===== config.mk =====
export PLATFORM = sky130hd
export DESIGN_NAME = spd_decoder
export DESIGN_NICKNAME = d
export VERILOG_FILES = /design/src/common/spd_pkg.sv /design/src/hdl/spd_decoder.sv
export VERILOG_INCLUDE_DIRS = /design/src /design/src/common
export SDC_FILE = /design/constraint.sdc
export NUM_CORES = 1
export LEC_CHECK = 0
export BUFFER_PORTS_ARGS = -buffer_cell sky130_fd_sc_hd__buf_2
export CORE_MARGIN = 3
export CORE_UTILIZATION = 39
export CTS_CLUSTER_DIAMETER = 30
export DETAILED_ROUTE_END_ITERATION = 12
export PLACE_DENSITY = 0.82
export SETUP_SLACK_MARGIN = 0.4
export SLEW_MARGIN = 40
export SYNTH_ARGS = -nofsm -noshare
export SYNTH_HDL_FRONTEND = slang
export SYNTH_SLANG_ARGS = --single-unit

===== constraint.sdc =====
create_clock -name CLOCK_IN -period 2.8 [get_ports CLOCK_IN]
set_clock_uncertainty 0.1 [all_clocks]
set_input_delay 0.84 -clock CLOCK_IN [delete_from_list [all_inputs] [get_ports CLOCK_IN]]
set_output_delay 0.84 -clock CLOCK_IN [all_outputs]
set_load 0.01 [all_outputs]

===== src/common/spd_cfg.svh =====
// register page decoder constants
`ifndef SPD_CFG_SVH
`define SPD_CFG_SVH
`define SPD_PAGE_ADDR      8'ha7
`define SPD_PAGE_RESET     8'h00
`define SPD_PAGE_DEFAULT   8'h00
`define SPD_PAGE_ALT       8'h0f
`define SPD_SPACE_LO       8'h80
`define SPD_ADDR_CURREF    8'hb9
`define SPD_ADDR_TOUCH     8'hde
`define SPD_ADDR_SERIAL    8'h99
`define SPD_ZERO_DATA      8'h00
`endif


===== src/common/spd_pkg.sv =====
// register page decoder types
package spd_pkg;
    // one register bus access from the core
    typedef struct packed
    {
        logic       direct;  // direct addressing mode
        logic       wr;      // write strobe
        logic       rd;      // read strobe
        logic [7:0] addr;    // register address
        logic [7:0] wdata;   // write data
    } spd_access_type;

    // which register answers the access
    typedef enum
    {
        SPD_SEL_NONE,
        SPD_SEL_PAGE,
        SPD_SEL_CURREF,
        SPD_SEL_SCAN_END,
        SPD_SEL_TOUCH_PM,
        SPD_SEL_SERIAL,
        SPD_SEL_P0_DRIVE
    } spd_sel_type;
endpackage


===== src/hdl/spd_decoder.sv =====
// register page select and paged address decode
// How it works
// - eight-bit page register selects target page
// - page register answers at 0xa7 always
// - reset returns page to zero
// - decode only direct accesses 0x80..0xff
// - shared registers answer on every page
// - 0xde: scan end page0, power page f
// - 0x99: serial page0, drive page f
// - unassigned locations are reserved
`timescale 1ns/1ps
`include "spd_cfg.svh"
module spd_decoder
(
    // clock and reset
    input  wire logic                  CLOCK_IN,
    input  wire logic                  ARST_N_IN,
    // register bus from the core
    input  wire spd_pkg::spd_access_type BUS_IN,
    // register bus answer
    output logic [7:0]                 RDATA_OUT,
    output logic                       RVALID_OUT,
    // current page for the peripherals
    output logic [7:0]                 PAGE_OUT,
    // write strobes to the paged peripheral registers
    output logic                       WR_CURREF_OUT,
    output logic                       WR_SCAN_END_OUT,
    output logic                       WR_TOUCH_PM_OUT,
    output logic                       WR_SERIAL_OUT,
    output logic                       WR_P0_DRIVE_OUT,
    output logic [7:0]                 WDATA_OUT,
    // read data back from those peripheral registers
    input  wire logic [7:0]            CURREF_IN,
    input  wire logic [7:0]            SCAN_END_IN,
    input  wire logic [7:0]            TOUCH_PM_IN,
    input  wire logic [7:0]            SERIAL_IN,
    input  wire logic [7:0]            P0_DRIVE_IN
);

    // overview of the access path:
    // - one access per clock, presented as a level on the bus struct
    // - the decode looks at the page in force before the access, so a
    //   write to the page register only retargets the next access
    // - every answer is registered, so read data, valid and strobes
    //   all show at the taking edge, one clock after the access is presented
    // - reads of unmapped or non-direct locations still pulse valid,
    //   so the core never waits on a location that nobody owns
    // - only a handful of paged targets are decoded here; everything
    //   else on either page reads zero and swallows writes
    // - the page is compared whole: pages other than zero and f reach
    //   only the page register itself and the shared registers
    // limitation: peripheral read data is taken combinationally in the
    // access cycle, so it must be settled by the taking edge

    spd_pkg::spd_sel_type sel;         // decoded target
    logic [7:0]   page_q, page_d;      // page select register
    logic [7:0]   rdata_q, rdata_d;    // registered read answer
    logic         rvalid_q, rvalid_d;  // answer valid pulse
    logic [4:0]   wr_q, wr_d;          // peripheral write strobes
    logic [7:0]   wdata_q, wdata_d;    // forwarded write data
    // strobe bit map: 0 curref, 1 scan end, 2 touch pm,
    // 3 serial, 4 port 0 drive

    // address decode; the page value is compared whole, so pages
    // other than zero and f reach only the shared registers
    always_comb
    begin
        // default: nothing answers
        sel = spd_pkg::SPD_SEL_NONE;
        // indirect accesses and the low half never reach the paged space
        if (!BUS_IN.direct || BUS_IN.addr < `SPD_SPACE_LO)
        begin
            sel = spd_pkg::SPD_SEL_NONE;
        end
        // page register sits on every page so software can always leave
        else if (BUS_IN.addr == `SPD_PAGE_ADDR)
        begin
            sel = spd_pkg::SPD_SEL_PAGE;
        end
        // shared register: page value ignored
        else if (BUS_IN.addr == `SPD_ADDR_CURREF)
        begin
            sel = spd_pkg::SPD_SEL_CURREF;
        end
        // same address, two owners: scan end on the default page
        else if (BUS_IN.addr == `SPD_ADDR_TOUCH &&
                 page_q == `SPD_PAGE_DEFAULT)
        begin
            sel = spd_pkg::SPD_SEL_SCAN_END;
        end
        // and touch power management on the alternate page
        else if (BUS_IN.addr == `SPD_ADDR_TOUCH &&
                 page_q == `SPD_PAGE_ALT)
        begin
            sel = spd_pkg::SPD_SEL_TOUCH_PM;
        end
        // serial data buffer only on the default page
        else if (BUS_IN.addr == `SPD_ADDR_SERIAL &&
                 page_q == `SPD_PAGE_DEFAULT)
        begin
            sel = spd_pkg::SPD_SEL_SERIAL;
        end
        // port 0 drive strength only on the alternate page
        else if (BUS_IN.addr == `SPD_ADDR_SERIAL &&
                 page_q == `SPD_PAGE_ALT)
        begin
            sel = spd_pkg::SPD_SEL_P0_DRIVE;
        end
        // anything else on this page is reserved
        else
        begin
            sel = spd_pkg::SPD_SEL_NONE;
        end
    end

    // next values for page, answer and strobes
    // defaults: page holds, answer zero, no strobe; the write data is
    // forwarded every cycle since a peripheral only looks at it when
    // its own strobe is high, which saves a mux on the data path
    always_comb
    begin
        // hold page unless written
        page_d   = page_q;
        rdata_d  = `SPD_ZERO_DATA;
        // every read is answered, mapped or not
        rvalid_d = BUS_IN.rd;
        wr_d     = 5'h00;
        wdata_d  = BUS_IN.wdata;
        // a write to the page register retargets later accesses
        if (BUS_IN.wr && sel == spd_pkg::SPD_SEL_PAGE)
        begin
            page_d = BUS_IN.wdata;
        end
        // strobes only for mapped targets, so reserved writes vanish
        if (BUS_IN.wr)
        begin
            case (sel)
                spd_pkg::SPD_SEL_CURREF:   wr_d = 5'h01;
                spd_pkg::SPD_SEL_SCAN_END: wr_d = 5'h02;
                spd_pkg::SPD_SEL_TOUCH_PM: wr_d = 5'h04;
                spd_pkg::SPD_SEL_SERIAL:   wr_d = 5'h08;
                spd_pkg::SPD_SEL_P0_DRIVE: wr_d = 5'h10;
                default:                   wr_d = 5'h00;
            endcase
        end
        // read mux; reads see the page in force before this access
        if (BUS_IN.rd)
        begin
            case (sel)
                spd_pkg::SPD_SEL_PAGE:     rdata_d = page_q;
                spd_pkg::SPD_SEL_CURREF:   rdata_d = CURREF_IN;
                spd_pkg::SPD_SEL_SCAN_END: rdata_d = SCAN_END_IN;
                spd_pkg::SPD_SEL_TOUCH_PM: rdata_d = TOUCH_PM_IN;
                spd_pkg::SPD_SEL_SERIAL:   rdata_d = SERIAL_IN;
                spd_pkg::SPD_SEL_P0_DRIVE: rdata_d = P0_DRIVE_IN;
                default:                   rdata_d = `SPD_ZERO_DATA;
            endcase
        end
    end

    // registers
    // asynchronous clear puts the block on the default page at once,
    // so the very first access after release targets page zero
    always_ff @(posedge CLOCK_IN or negedge ARST_N_IN)
    begin
        // reset: default page, quiet bus answer
        if (!ARST_N_IN)
        begin
            page_q   <= `SPD_PAGE_RESET;
            rdata_q  <= `SPD_ZERO_DATA;
            rvalid_q <= 1'b0;
            wr_q     <= 5'h00;
            wdata_q  <= `SPD_ZERO_DATA;
        end
        // normal running: take the next values
        else
        begin
            page_q   <= page_d;
            rdata_q  <= rdata_d;
            rvalid_q <= rvalid_d;
            wr_q     <= wr_d;
            wdata_q  <= wdata_d;
        end
    end

    // outputs straight from flip-flops
    // no logic after the registers, so the core and the peripherals
    // see clean timing from the clock edge
    // read answer and its valid pulse
    assign RDATA_OUT       = rdata_q;
    assign RVALID_OUT      = rvalid_q;
    // current page for anyone who needs to know it
    assign PAGE_OUT        = page_q;
    // one-hot write strobes, bit order as in the next-value case
    assign WR_CURREF_OUT   = wr_q[0];
    assign WR_SCAN_END_OUT = wr_q[1];
    assign WR_TOUCH_PM_OUT = wr_q[2];
    assign WR_SERIAL_OUT   = wr_q[3];
    assign WR_P0_DRIVE_OUT = wr_q[4];
    // write data, aligned with the strobes
    assign WDATA_OUT       = wdata_q;

endmodule // spd_decoder


==> impl_metrics.py, run 1 <==
metrics = {
    "outcome": {
        "status": "complete, no violations",
    },
    "timing": {
        "finalCriticalPeriod_ns": 2.61,
        "whs_ns": 0.479,
        "slew_headroom_pct": 57.4,
        "tns_ns": 0,
        "setup_viol": 0,
        "finalHoldViolCount": 0,
        "timing.final.ws_setup_ns": 0.193,
        "tightest_slew_ns": 0.639,
        "maxSlewViolCount": 0,
        "max_clock_freq_mhz": 384,
        "grt_setup_unrepaired": "true",
        "fin_crit_sh_pct": 93.1,
    },
    "global_route": {
        "grt_pass1_vias": 1578,
        "antenna_found_initial": 0,
        "grt_overflow": 0,
        "grt_pass1_wl_um": 7450,
        "grt_usage_pct": 21.9,
        "grt_max_degree": 31,
    },
    "clock_network": {
        "htree_levels": 2,
        "numCtsBuffers": 5,
        "cts_tree": "yes",
        "clkLatencyLatePin_ns": 0.28,
        "path_clk_slew_ns": 0.06,
        "cts_root_buffer": "clkbuf_8",
        "cts_buffer_depth": 2,
        "cts_sinks": 30,
    },
    "pwr": {
        "seqPwrFrac_pct": 46.6,
        "peakVddDrop_uv": 331,
        "switching_share_pct": 24.4,
        "p_total_mw": 0.966,
        "comb_power_share_pct": 17.0,
        "p_per_area_mw_per_mm2": 384,
        "p_switching_mw": 0.236,
        "clock_power_share_pct": 36.4,
        "p_int_mw": 0.731,
        "leakage_nw": 1.29,
    },
    "floorplan": {
        "core_mm2": 0.00372,
        "placementRows": 22,
        "start_util_pct": 41.3,
        "io_pins": 91,
        "die_area_mm2": 0.00473,
        "dieWidth_um": 68.7,
        "die_h_um": 68.7,
    },
    "drt": {
        "first_pass_iters": 4,
        "drt_first_iter_violations": 91,
        "routed_wl_um": 5000,
        "drc": 0,
        "num_vias": 1583,
        "vias_per_cell": 5.19,
        "drtAntennaViolNets": 0,
        "wl_per_cell_um": 16.4,
    },
    "final_layout": {
        "area_growth_syn_to_layout_pct": 63.7,
        "final_util_pct": 67.6,
        "num-fill-cells": 291,
        "final_cell_mix": "buf_2 (88), dfrtp_1 (30), mux2i_1 (22)",
        "nets": 317,
        "finalInstanceArea_mm2": 0.00251,
        "instances_no_fill": 305,
        "mostFrequentLayoutCell": "buf_2",
        "drive_above_1_share_pct": 58.0,
        "antenna_cells": 0,
    },
    "critical_path": {
        "critPathTopFamily": "simple AND/OR/NAND/NOR gates",
        "path_max_fanout": 5,
        "cp.required_ns": 2.87,
        "arrival_ns": 2.68,
        "cp_slowest_cell": "or3b_4",
        "cp_common_cell": "buf_6",
        "critPathMaxStageDelay_ns": 0.42,
        "worstSetupPathType": "primary input to flop",
        "startpoint_type": "primary input",
        "cp-end-kind": "flop",
        "path_buf_inv": 4,
        "cp_cell_sequence": "buf_8 > buf_6 > nand3_4 > or3b_4 > buf_6 > or2b_1 > o31ai_4 > clkbuf_16 > mux2i_2 > o22ai_1 > o21a_1",
    },
    "synthesis": {
        "synth_warnings": 0,
        "synth_nets": 198,
        "yosysSeqAreaShare_pct": 48.9,
        "syn_area_mm2": 0.00154,
        "yosys.cell_types.count": 30,
        "synth_edf_count": 0,
        "synth_ff_type": "dfrtp_1",
        "synth-seq-cells": 30,
        "ys_async_sr_fraction_pct": 100,
        "synthCells": 137,
        "synth_area_per_cell_um2": 11.2,
    },
    "placement": {
        "place_ws_ns": -0.191,
        "postPlaceCellArea_mm2": 0.00221,
        "globalplace.congestion": 0.912,
        "dpl.hpwl_um": 3510,
        "dp_cells": 287,
        "io_buffers": 90,
    },
    "hold_path": {
        "min_path_type": "primary input to async pin",
    },
    "run": {
        "maxCapViolCount": 0,
    },
}
==> registers in the layout, summed over array words and instances (netlist names) <==
name / flops
PAGE_OUT: 8
RDATA_OUT: 8
WDATA_OUT: 8
wr_q: 5
RVALID_OUT: 1
==> final cells by class <==
| class | count | area, µm² | area share [%] |
|---|---|---|---|
| Sequential cell | 30 | 751 | 29.9 |
| Tap cell | 48 | 60.1 | 2.39 |
| Inverter | 1 | 3.75 | 0.149 |
| Timing Repair Buffer | 117 | 727 | 28.9 |
| Clock inverter | 1 | 5.00 | 0.199 |
| Clock buffer | 7 | 86.3 | 3.43 |
| Multi-Input combinational cell | 101 | 881 | 35.0 |
==> path summary, 6_finish.rpt <==
check                                              from  cells past startpoint                 endpoint  slack, ns
worst min-delay path                          ARST_N_IN                      1        wr_q[0]$_DFF_PN0_       0.48
max in group asynchronous                     ARST_N_IN                      1   WDATA_OUT[5]$_DFF_PN0_       1.69
min in group CLOCK_IN           PAGE_OUT[6]$_DFFE_PN0P_                      1  PAGE_OUT[6]$_DFFE_PN0P_       0.49
worst max register to register  PAGE_OUT[2]$_DFFE_PN0P_                      8  PAGE_OUT[1]$_DFFE_PN0P_       0.23
worst max-delay path                          BUS_IN[9]                     11   RDATA_OUT[0]$_DFF_PN0_       0.19
worst min register to register  PAGE_OUT[6]$_DFFE_PN0P_                      1  PAGE_OUT[6]$_DFFE_PN0P_       0.49
==> logic make-up (layout without fill, tap and decap cells) <==
family | count (synthesis) | in the layout | share of synthesized area (%)
and+or+nand+nor | 47 | 47 | 17.4
muxes | 32 | 32 | 21.5
DFF | 30 | 30 | 48.9
AOI/OAI and AO/OA | 22 | 22 | 10.2
buffers and inverters | 6 | 126 | 2.04
==> synthesized netlist by cell type, types with 2 or more instances <==
library cell / count / share of area (%)
o21a_1: 8 / 3.9
nand2_1: 4 / 0.98
dfrtp_1: 30 / 49
nor3_1: 6 / 2.0
or4_1: 2 / 0.98
and3_1: 8 / 3.3
o22ai_1: 9 / 3.7
nand3_1: 3 / 0.98
buf_1: 2 / 0.49
nor2_1: 14 / 3.4
mux2i_1: 24 / 16
mux2_2: 8 / 5.9
nor3b_1: 2 / 0.98
==> routing by layer <==
layer | share of wire, % | GRT usage (%) | up-vias
met4 | 1.6 | 8.76 | 0
met5 | 0 | 0 | -
met3 | 7.4 | 5.51 | 10
li1 | - | - | 745
met2 | 52 | 37.4 | 71
met1 | 39 | 26.2 | 757
==> what timing repair did <==
| item | 4_1_cts | 5_1_grt |
|---|---|---|
| hold buffers | 0 | 0 |
| pin swaps | 16 | 6 |
| gates resized for setup | 20 | 10 |
| endpoints found under the setup margin | 16 | 20 |
| setup buffers | 8 | 0 |
| cloned | 2 | 0 |
==> power by group through the flow <==
| stage | sequential, mW | combinational (mW) | clock (mW) |
|---|---|---|---|
| floorplan | 0.465 | 0.0413 | 0 |
| global placement | 0.458 | 0.133 | 0 |
| detailed placement | 0.458 | 0.137 | 0 |
| CTS | 0.450 | 0.160 | 0.359 |
| global route | 0.451 | 0.179 | 0.374 |
| finish | 0.450 | 0.164 | 0.352 |
(Power assumes the default switching activity.)
==> inputs of run 2 (changes only) <==
--- a/config.mk
+++ b/config.mk
@@ -9,6 +9,7 @@
 export BUFFER_PORTS_ARGS = -buffer_cell sky130_fd_sc_hd__buf_2
 export CORE_MARGIN = 3
 export CORE_UTILIZATION = 39
+export CTS_BUF_LIST = sky130_fd_sc_hd__clkbuf_16
 export CTS_CLUSTER_DIAMETER = 30
 export DETAILED_ROUTE_END_ITERATION = 12
 export PLACE_DENSITY = 0.82
==> impl_metrics.py, run 2 (synthesis results as in run 1) <==
metrics = {
    "global_route": {
        "grt_pass1_wl_um": 7180,
        "grt_pass1_vias": 1546,
        "antenna_found_initial": 0,
        "grt_max_degree": 31,
        "grt_overflow": 0,
        "grt_usage_pct": 21.3,
    },
    "floorplan": {
        "io_pins": 91,
        "dieWidth_um": 68.7,
        "core_mm2": 0.00372,
        "placementRows": 22,
        "die_h_um": 68.7,
        "start_util_pct": 41.3,
        "die_area_mm2": 0.00473,
    },
    "final_layout": {
        "antenna_cells": 0,
        "nets": 314,
        "final_cell_mix": "buf_2 (89), dfrtp_1 (30), mux2i_1 (23)",
        "area_growth_syn_to_layout_pct": 62.3,
        "drive_above_1_share_pct": 55.5,
        "mostFrequentLayoutCell": "buf_2",
        "final_util_pct": 67.0,
        "instances_no_fill": 302,
    },
    "pwr": {
        "p_total_mw": 1.10,
        "p_int_mw": 0.849,
        "p_switching_mw": 0.250,
        "switching_share_pct": 22.8,
        "p_per_area_mw_per_mm2": 441,
        "seqPwrFrac_pct": 41.0,
        "clock_power_share_pct": 44.5,
        "leakage_nw": 1.29,
        "peakVddDrop_uv": 380,
        "comb_power_share_pct": 14.4,
    },
    "drt": {
        "drt_first_iter_violations": 126,
        "vias_per_cell": 5.30,
        "first_pass_iters": 4,
        "drc": 0,
        "wl_per_cell_um": 16.0,
        "drtAntennaViolNets": 0,
        "num_vias": 1600,
        "routed_wl_um": 4840,
    },
    "clock_network": {
        "htree_levels": 2,
        "cts_buffer_depth": 2,
        "clkLatencyLatePin_ns": 0.27,
        "cts_tree": "yes",
        "ctsHoldBuffers": 0,
        "cts_sinks": 30,
        "cts_root_buffer": "clkbuf_16",
        "numCtsBuffers": 5,
        "path_clk_slew_ns": 0.05,
    },
    "placement": {
        "dp_cells": 287,
        "place_ws_ns": -0.191,
        "io_buffers": 90,
        "dpl.hpwl_um": 3510,
        "globalplace.congestion": 0.912,
    },
    "timing": {
        "setup_viol": 0,
        "finalCriticalPeriod_ns": 2.55,
        "max_clock_freq_mhz": 392,
        "slew_headroom_pct": 57.7,
        "maxSlewViolCount": 0,
        "fin_crit_sh_pct": 91.0,
        "grt_setup_unrepaired": "true",
        "tightest_slew_ns": 0.635,
        "finalHoldViolCount": 0,
        "timing.final.ws_setup_ns": 0.251,
    },
    "critical_path": {
        "cp.required_ns": 2.85,
        "path_max_fanout": 8,
        "cp-end-kind": "flop",
        "worstSetupPathType": "primary input to flop",
        "arrival_ns": 2.60,
        "startpoint_type": "primary input",
    },
    "hold_path": {
        "min_path_type": "primary input to async pin",
    },
    "run": {
        "maxCapViolCount": 0,
    },
    "outcome": {
        "status": "complete, no violations",
    },
}
[run 2: path summary, 6_finish.rpt]
kind                                         startpoint                 endpoint  slack, ns  depth (start not counted)
worst max-delay path                         BUS_IN[14]  PAGE_OUT[4]$_DFFE_PN0P_       0.25                         10
worst min-delay path                          ARST_N_IN        wr_q[4]$_DFF_PN0_       0.49                          1
worst max register to register  PAGE_OUT[2]$_DFFE_PN0P_  PAGE_OUT[4]$_DFFE_PN0P_       0.25                          8
worst min register to register  PAGE_OUT[6]$_DFFE_PN0P_  PAGE_OUT[6]$_DFFE_PN0P_       0.49                          1
max in group asynchronous                     ARST_N_IN   WDATA_OUT[5]$_DFF_PN0_       1.69                          1
min in group CLOCK_IN           PAGE_OUT[6]$_DFFE_PN0P_  PAGE_OUT[6]$_DFFE_PN0P_       0.49                          1
[run 2: per-stage QoR]
stage	TNS [ns]	hold WS [ns]	instance area, µm²
6_report	0	0.489	2490
5_1_grt	0	0.502	2490
4_1_cts	0	0.481	2460
3_5_place_dp	-1.83	0.470	2210
3_3_place_gp	-3.75	0.467	2200
2_1_floorplan	-0.440	0.444	1570
[run 2: critical path, stage by stage]
cell and delay (ns):
buf_2 0.12, nor4b_2 0.30, nand2_1 0.13, buf_4 0.18, a21boi_2 0.14, and3b_2 0.22
o21bai_4 0.07, nor3_4 0.15, buf_12 0.16, mux2_4 0.30
[run 2: metal layers]
layer,wire (µm),GRT usage [%],up-vias
met5,0,0,-
met4,175,11.9,0
met3,430,6.32,15
met2,2390,34.2,77
met1,1850,25.4,764
li1,-,-,744
[run 2: final cells by class]
class / count / area [µm²]
fill: 288 / 1220
multi-input combinational: 102 / 878
sequential: 30 / 751
timing repair buffer: 113 / 661
clock buffer: 5 / 125
tap: 48 / 60.1
clock inverter: 3 / 12.5
inverter: 1 / 3.75
[run 2: power by group through the flow]
stage / combinational, mW / sequential, mW / clock (mW)
floorplan: 0.0413 / 0.465 / 0
CTS: 0.156 / 0.451 / 0.501
detailed placement: 0.137 / 0.458 / 0
global route: 0.173 / 0.452 / 0.517
finish: 0.159 / 0.451 / 0.489
global placement: 0.133 / 0.458 / 0
[run 2: what timing repair did]
item,in CTS,in global routing
cloned,1,1
pin swaps,12,3
resized for setup,18,5
endpoints found under the setup margin,16,16
buffers inserted,3,2
==> inputs of run 3 (changes only) <==
--- a/config.mk
+++ b/config.mk
@@ -12,8 +12,9 @@
 export CTS_BUF_LIST = sky130_fd_sc_hd__clkbuf_16
 export CTS_CLUSTER_DIAMETER = 30
 export DETAILED_ROUTE_END_ITERATION = 12
+export GPL_ROUTABILITY_DRIVEN = 0
 export PLACE_DENSITY = 0.82
-export SETUP_SLACK_MARGIN = 0.4
+export SETUP_SLACK_MARGIN = 0.2
 export SLEW_MARGIN = 40
 export SYNTH_ARGS = -nofsm -noshare
 export SYNTH_HDL_FRONTEND = slang
==> impl_metrics.py, run 3 (synthesis results as in run 1) <==
metrics = {
    "global_route": {
        "grt_overflow": 0,
        "grt_max_degree": 31,
        "grt_pass1_wl_um": 6870,
        "grt_pass1_vias": 1509,
        "grt_usage_pct": 20.0,
        "antenna_found_initial": 0,
    },
    "final_layout": {
        "mostFrequentLayoutCell": "buf_2",
        "nets": 313,
        "instances_no_fill": 301,
        "final_util_pct": 66.3,
        "finalInstanceArea_mm2": 0.00246,
        "area_growth_syn_to_layout_pct": 60.4,
        "antenna_cells": 0,
        "drive_above_1_share_pct": 56.5,
        "final_cell_mix": "buf_2 (90), dfrtp_1 (30), mux2i_1 (23)",
    },
    "drt": {
        "vias_per_cell": 5.20,
        "drt_first_iter_violations": 97,
        "drtAntennaViolNets": 0,
        "drc": 0,
        "routed_wl_um": 4700,
        "num_vias": 1564,
        "first_pass_iters": 4,
        "wl_per_cell_um": 15.6,
    },
    "floorplan": {
        "start_util_pct": 41.3,
        "die_h_um": 68.7,
        "core_mm2": 0.00372,
        "die_area_mm2": 0.00473,
        "dieWidth_um": 68.7,
        "placementRows": 22,
        "io_pins": 91,
    },
    "critical_path": {
        "cp_cell_sequence": "or4_4 > nor4_4 > a21boi_2 > and3b_2 > o21bai_4 > nor3_4 > buf_12 > mux2_2",
        "path_max_fanout": 8,
        "reg2reg_slack_ns": 0.19,
        "ff2ff_path_depth": 8,
        "cp_slowest_cell": "or4_4",
        "cp-end-kind": "flop",
        "worstSetupPathType": "flop to flop",
        "r2r_start": "PAGE_OUT[7]$_DFFE_PN0P_",
        "critPathMaxStageDelay_ns": 0.57,
        "cp.required_ns": 2.85,
        "arrival_ns": 2.65,
        "crit-reg2reg-capture": "PAGE_OUT[5]$_DFFE_PN0P_",
        "path_buf_inv": 1,
        "critPathTopFamily": "simple AND/OR/NAND/NOR gates",
        "startpoint_type": "flop",
    },
    "pwr": {
        "comb_power_share_pct": 13.6,
        "peakVddDrop_uv": 284,
        "p_int_mw": 0.841,
        "p_switching_mw": 0.248,
        "p_total_mw": 1.09,
        "clock_power_share_pct": 44.9,
        "leakage_nw": 1.29,
        "p_per_area_mw_per_mm2": 442,
        "switching_share_pct": 22.8,
        "seqPwrFrac_pct": 41.4,
    },
    "timing": {
        "slew_headroom_pct": 56.4,
        "tns_ns": 0,
        "whs_ns": 0.500,
        "tightest_slew_ns": 0.654,
        "grt_setup_unrepaired": "true",
        "max_clock_freq_mhz": 383,
        "finalHoldViolCount": 0,
        "maxSlewViolCount": 0,
        "timing.final.ws_setup_ns": 0.192,
        "finalCriticalPeriod_ns": 2.61,
        "setup_viol": 0,
        "fin_crit_sh_pct": 93.1,
    },
    "run": {
        "maxCapViolCount": 0,
    },
    "clock_network": {
        "htree_levels": 2,
        "numCtsBuffers": 5,
        "clkLatencyLatePin_ns": 0.27,
        "cts_buffer_depth": 2,
        "cts_sinks": 30,
        "cts_tree": "yes",
        "cts_root_buffer": "clkbuf_16",
        "path_clk_slew_ns": 0.05,
        "ctsHoldBuffers": 0,
    },
    "placement": {
        "postPlaceCellArea_mm2": 0.00220,
        "dp_cells": 285,
        "place_ws_ns": -0.0771,
        "dpl.hpwl_um": 3570,
        "io_buffers": 90,
    },
    "hold_path": {
        "min_path_type": "primary input to async pin",
    },
    "outcome": {
        "status": "complete, no violations",
    },
}
-- run 3: cell types whose count changed in the layout (fill, tap and decap cells not counted), sizes merged --
cell,delta
o31ai,-1
-- run 3: area by class of cell --
class                           instances  area (µm²)
Sequential cell                        30         751
Clock buffer                            5         125
Fill cell                             307        1250
Timing Repair Buffer                  113         652
Multi-Input combinational cell        101         858
Tap cell                               48        60.1
Clock inverter                          3        12.5
Inverter                                1        3.75
-- run 3: timing repair --
action / CTS / global route
resized for setup: 3 / 9
pin swaps: 2 / 3
setup endpoints to repair: 8 / 16
setup buffers: 4 / 4
-- run 3: how the worst max path moves through the flow --
stage | startpoint | end | cells past startpoint
finish | PAGE_OUT[7]$_DFFE_PN0P_ | PAGE_OUT[5]$_DFFE_PN0P_ | 8
global route | PAGE_OUT[7]$_DFFE_PN0P_ | PAGE_OUT[5]$_DFFE_PN0P_ | 8
CTS | PAGE_OUT[4]$_DFFE_PN0P_ | PAGE_OUT[5]$_DFFE_PN0P_ | 8
detailed placement | BUS_IN[10] | PAGE_OUT[3]$_DFFE_PN0P_ | 9
global placement | BUS_IN[10] | PAGE_OUT[7]$_DFFE_PN0P_ | 9
floorplan | BUS_IN[10] | PAGE_OUT[0]$_DFFE_PN0P_ | 8
-- run 3: routing by layer --
metal  up-vias  part of all wire (%)  global-route usage (%)
met5         -                     0                       0
met3         5                   8.7                    5.51
met4         0                  0.91                    4.87
met1       736                    40                    24.1
li1        742                     -                       -
met2        81                    50                    35.2
-- run 3: power by group through the flow --
stage / clock (mW) / sequential, mW / combinational, mW
after floorplan: 0 / 0.465 / 0.0413
after CTS: 0.500 / 0.451 / 0.142
after global routing: 0.517 / 0.452 / 0.163
after global placement: 0 / 0.459 / 0.128
final: 0.489 / 0.451 / 0.148
after detailed placement: 0 / 0.459 / 0.132
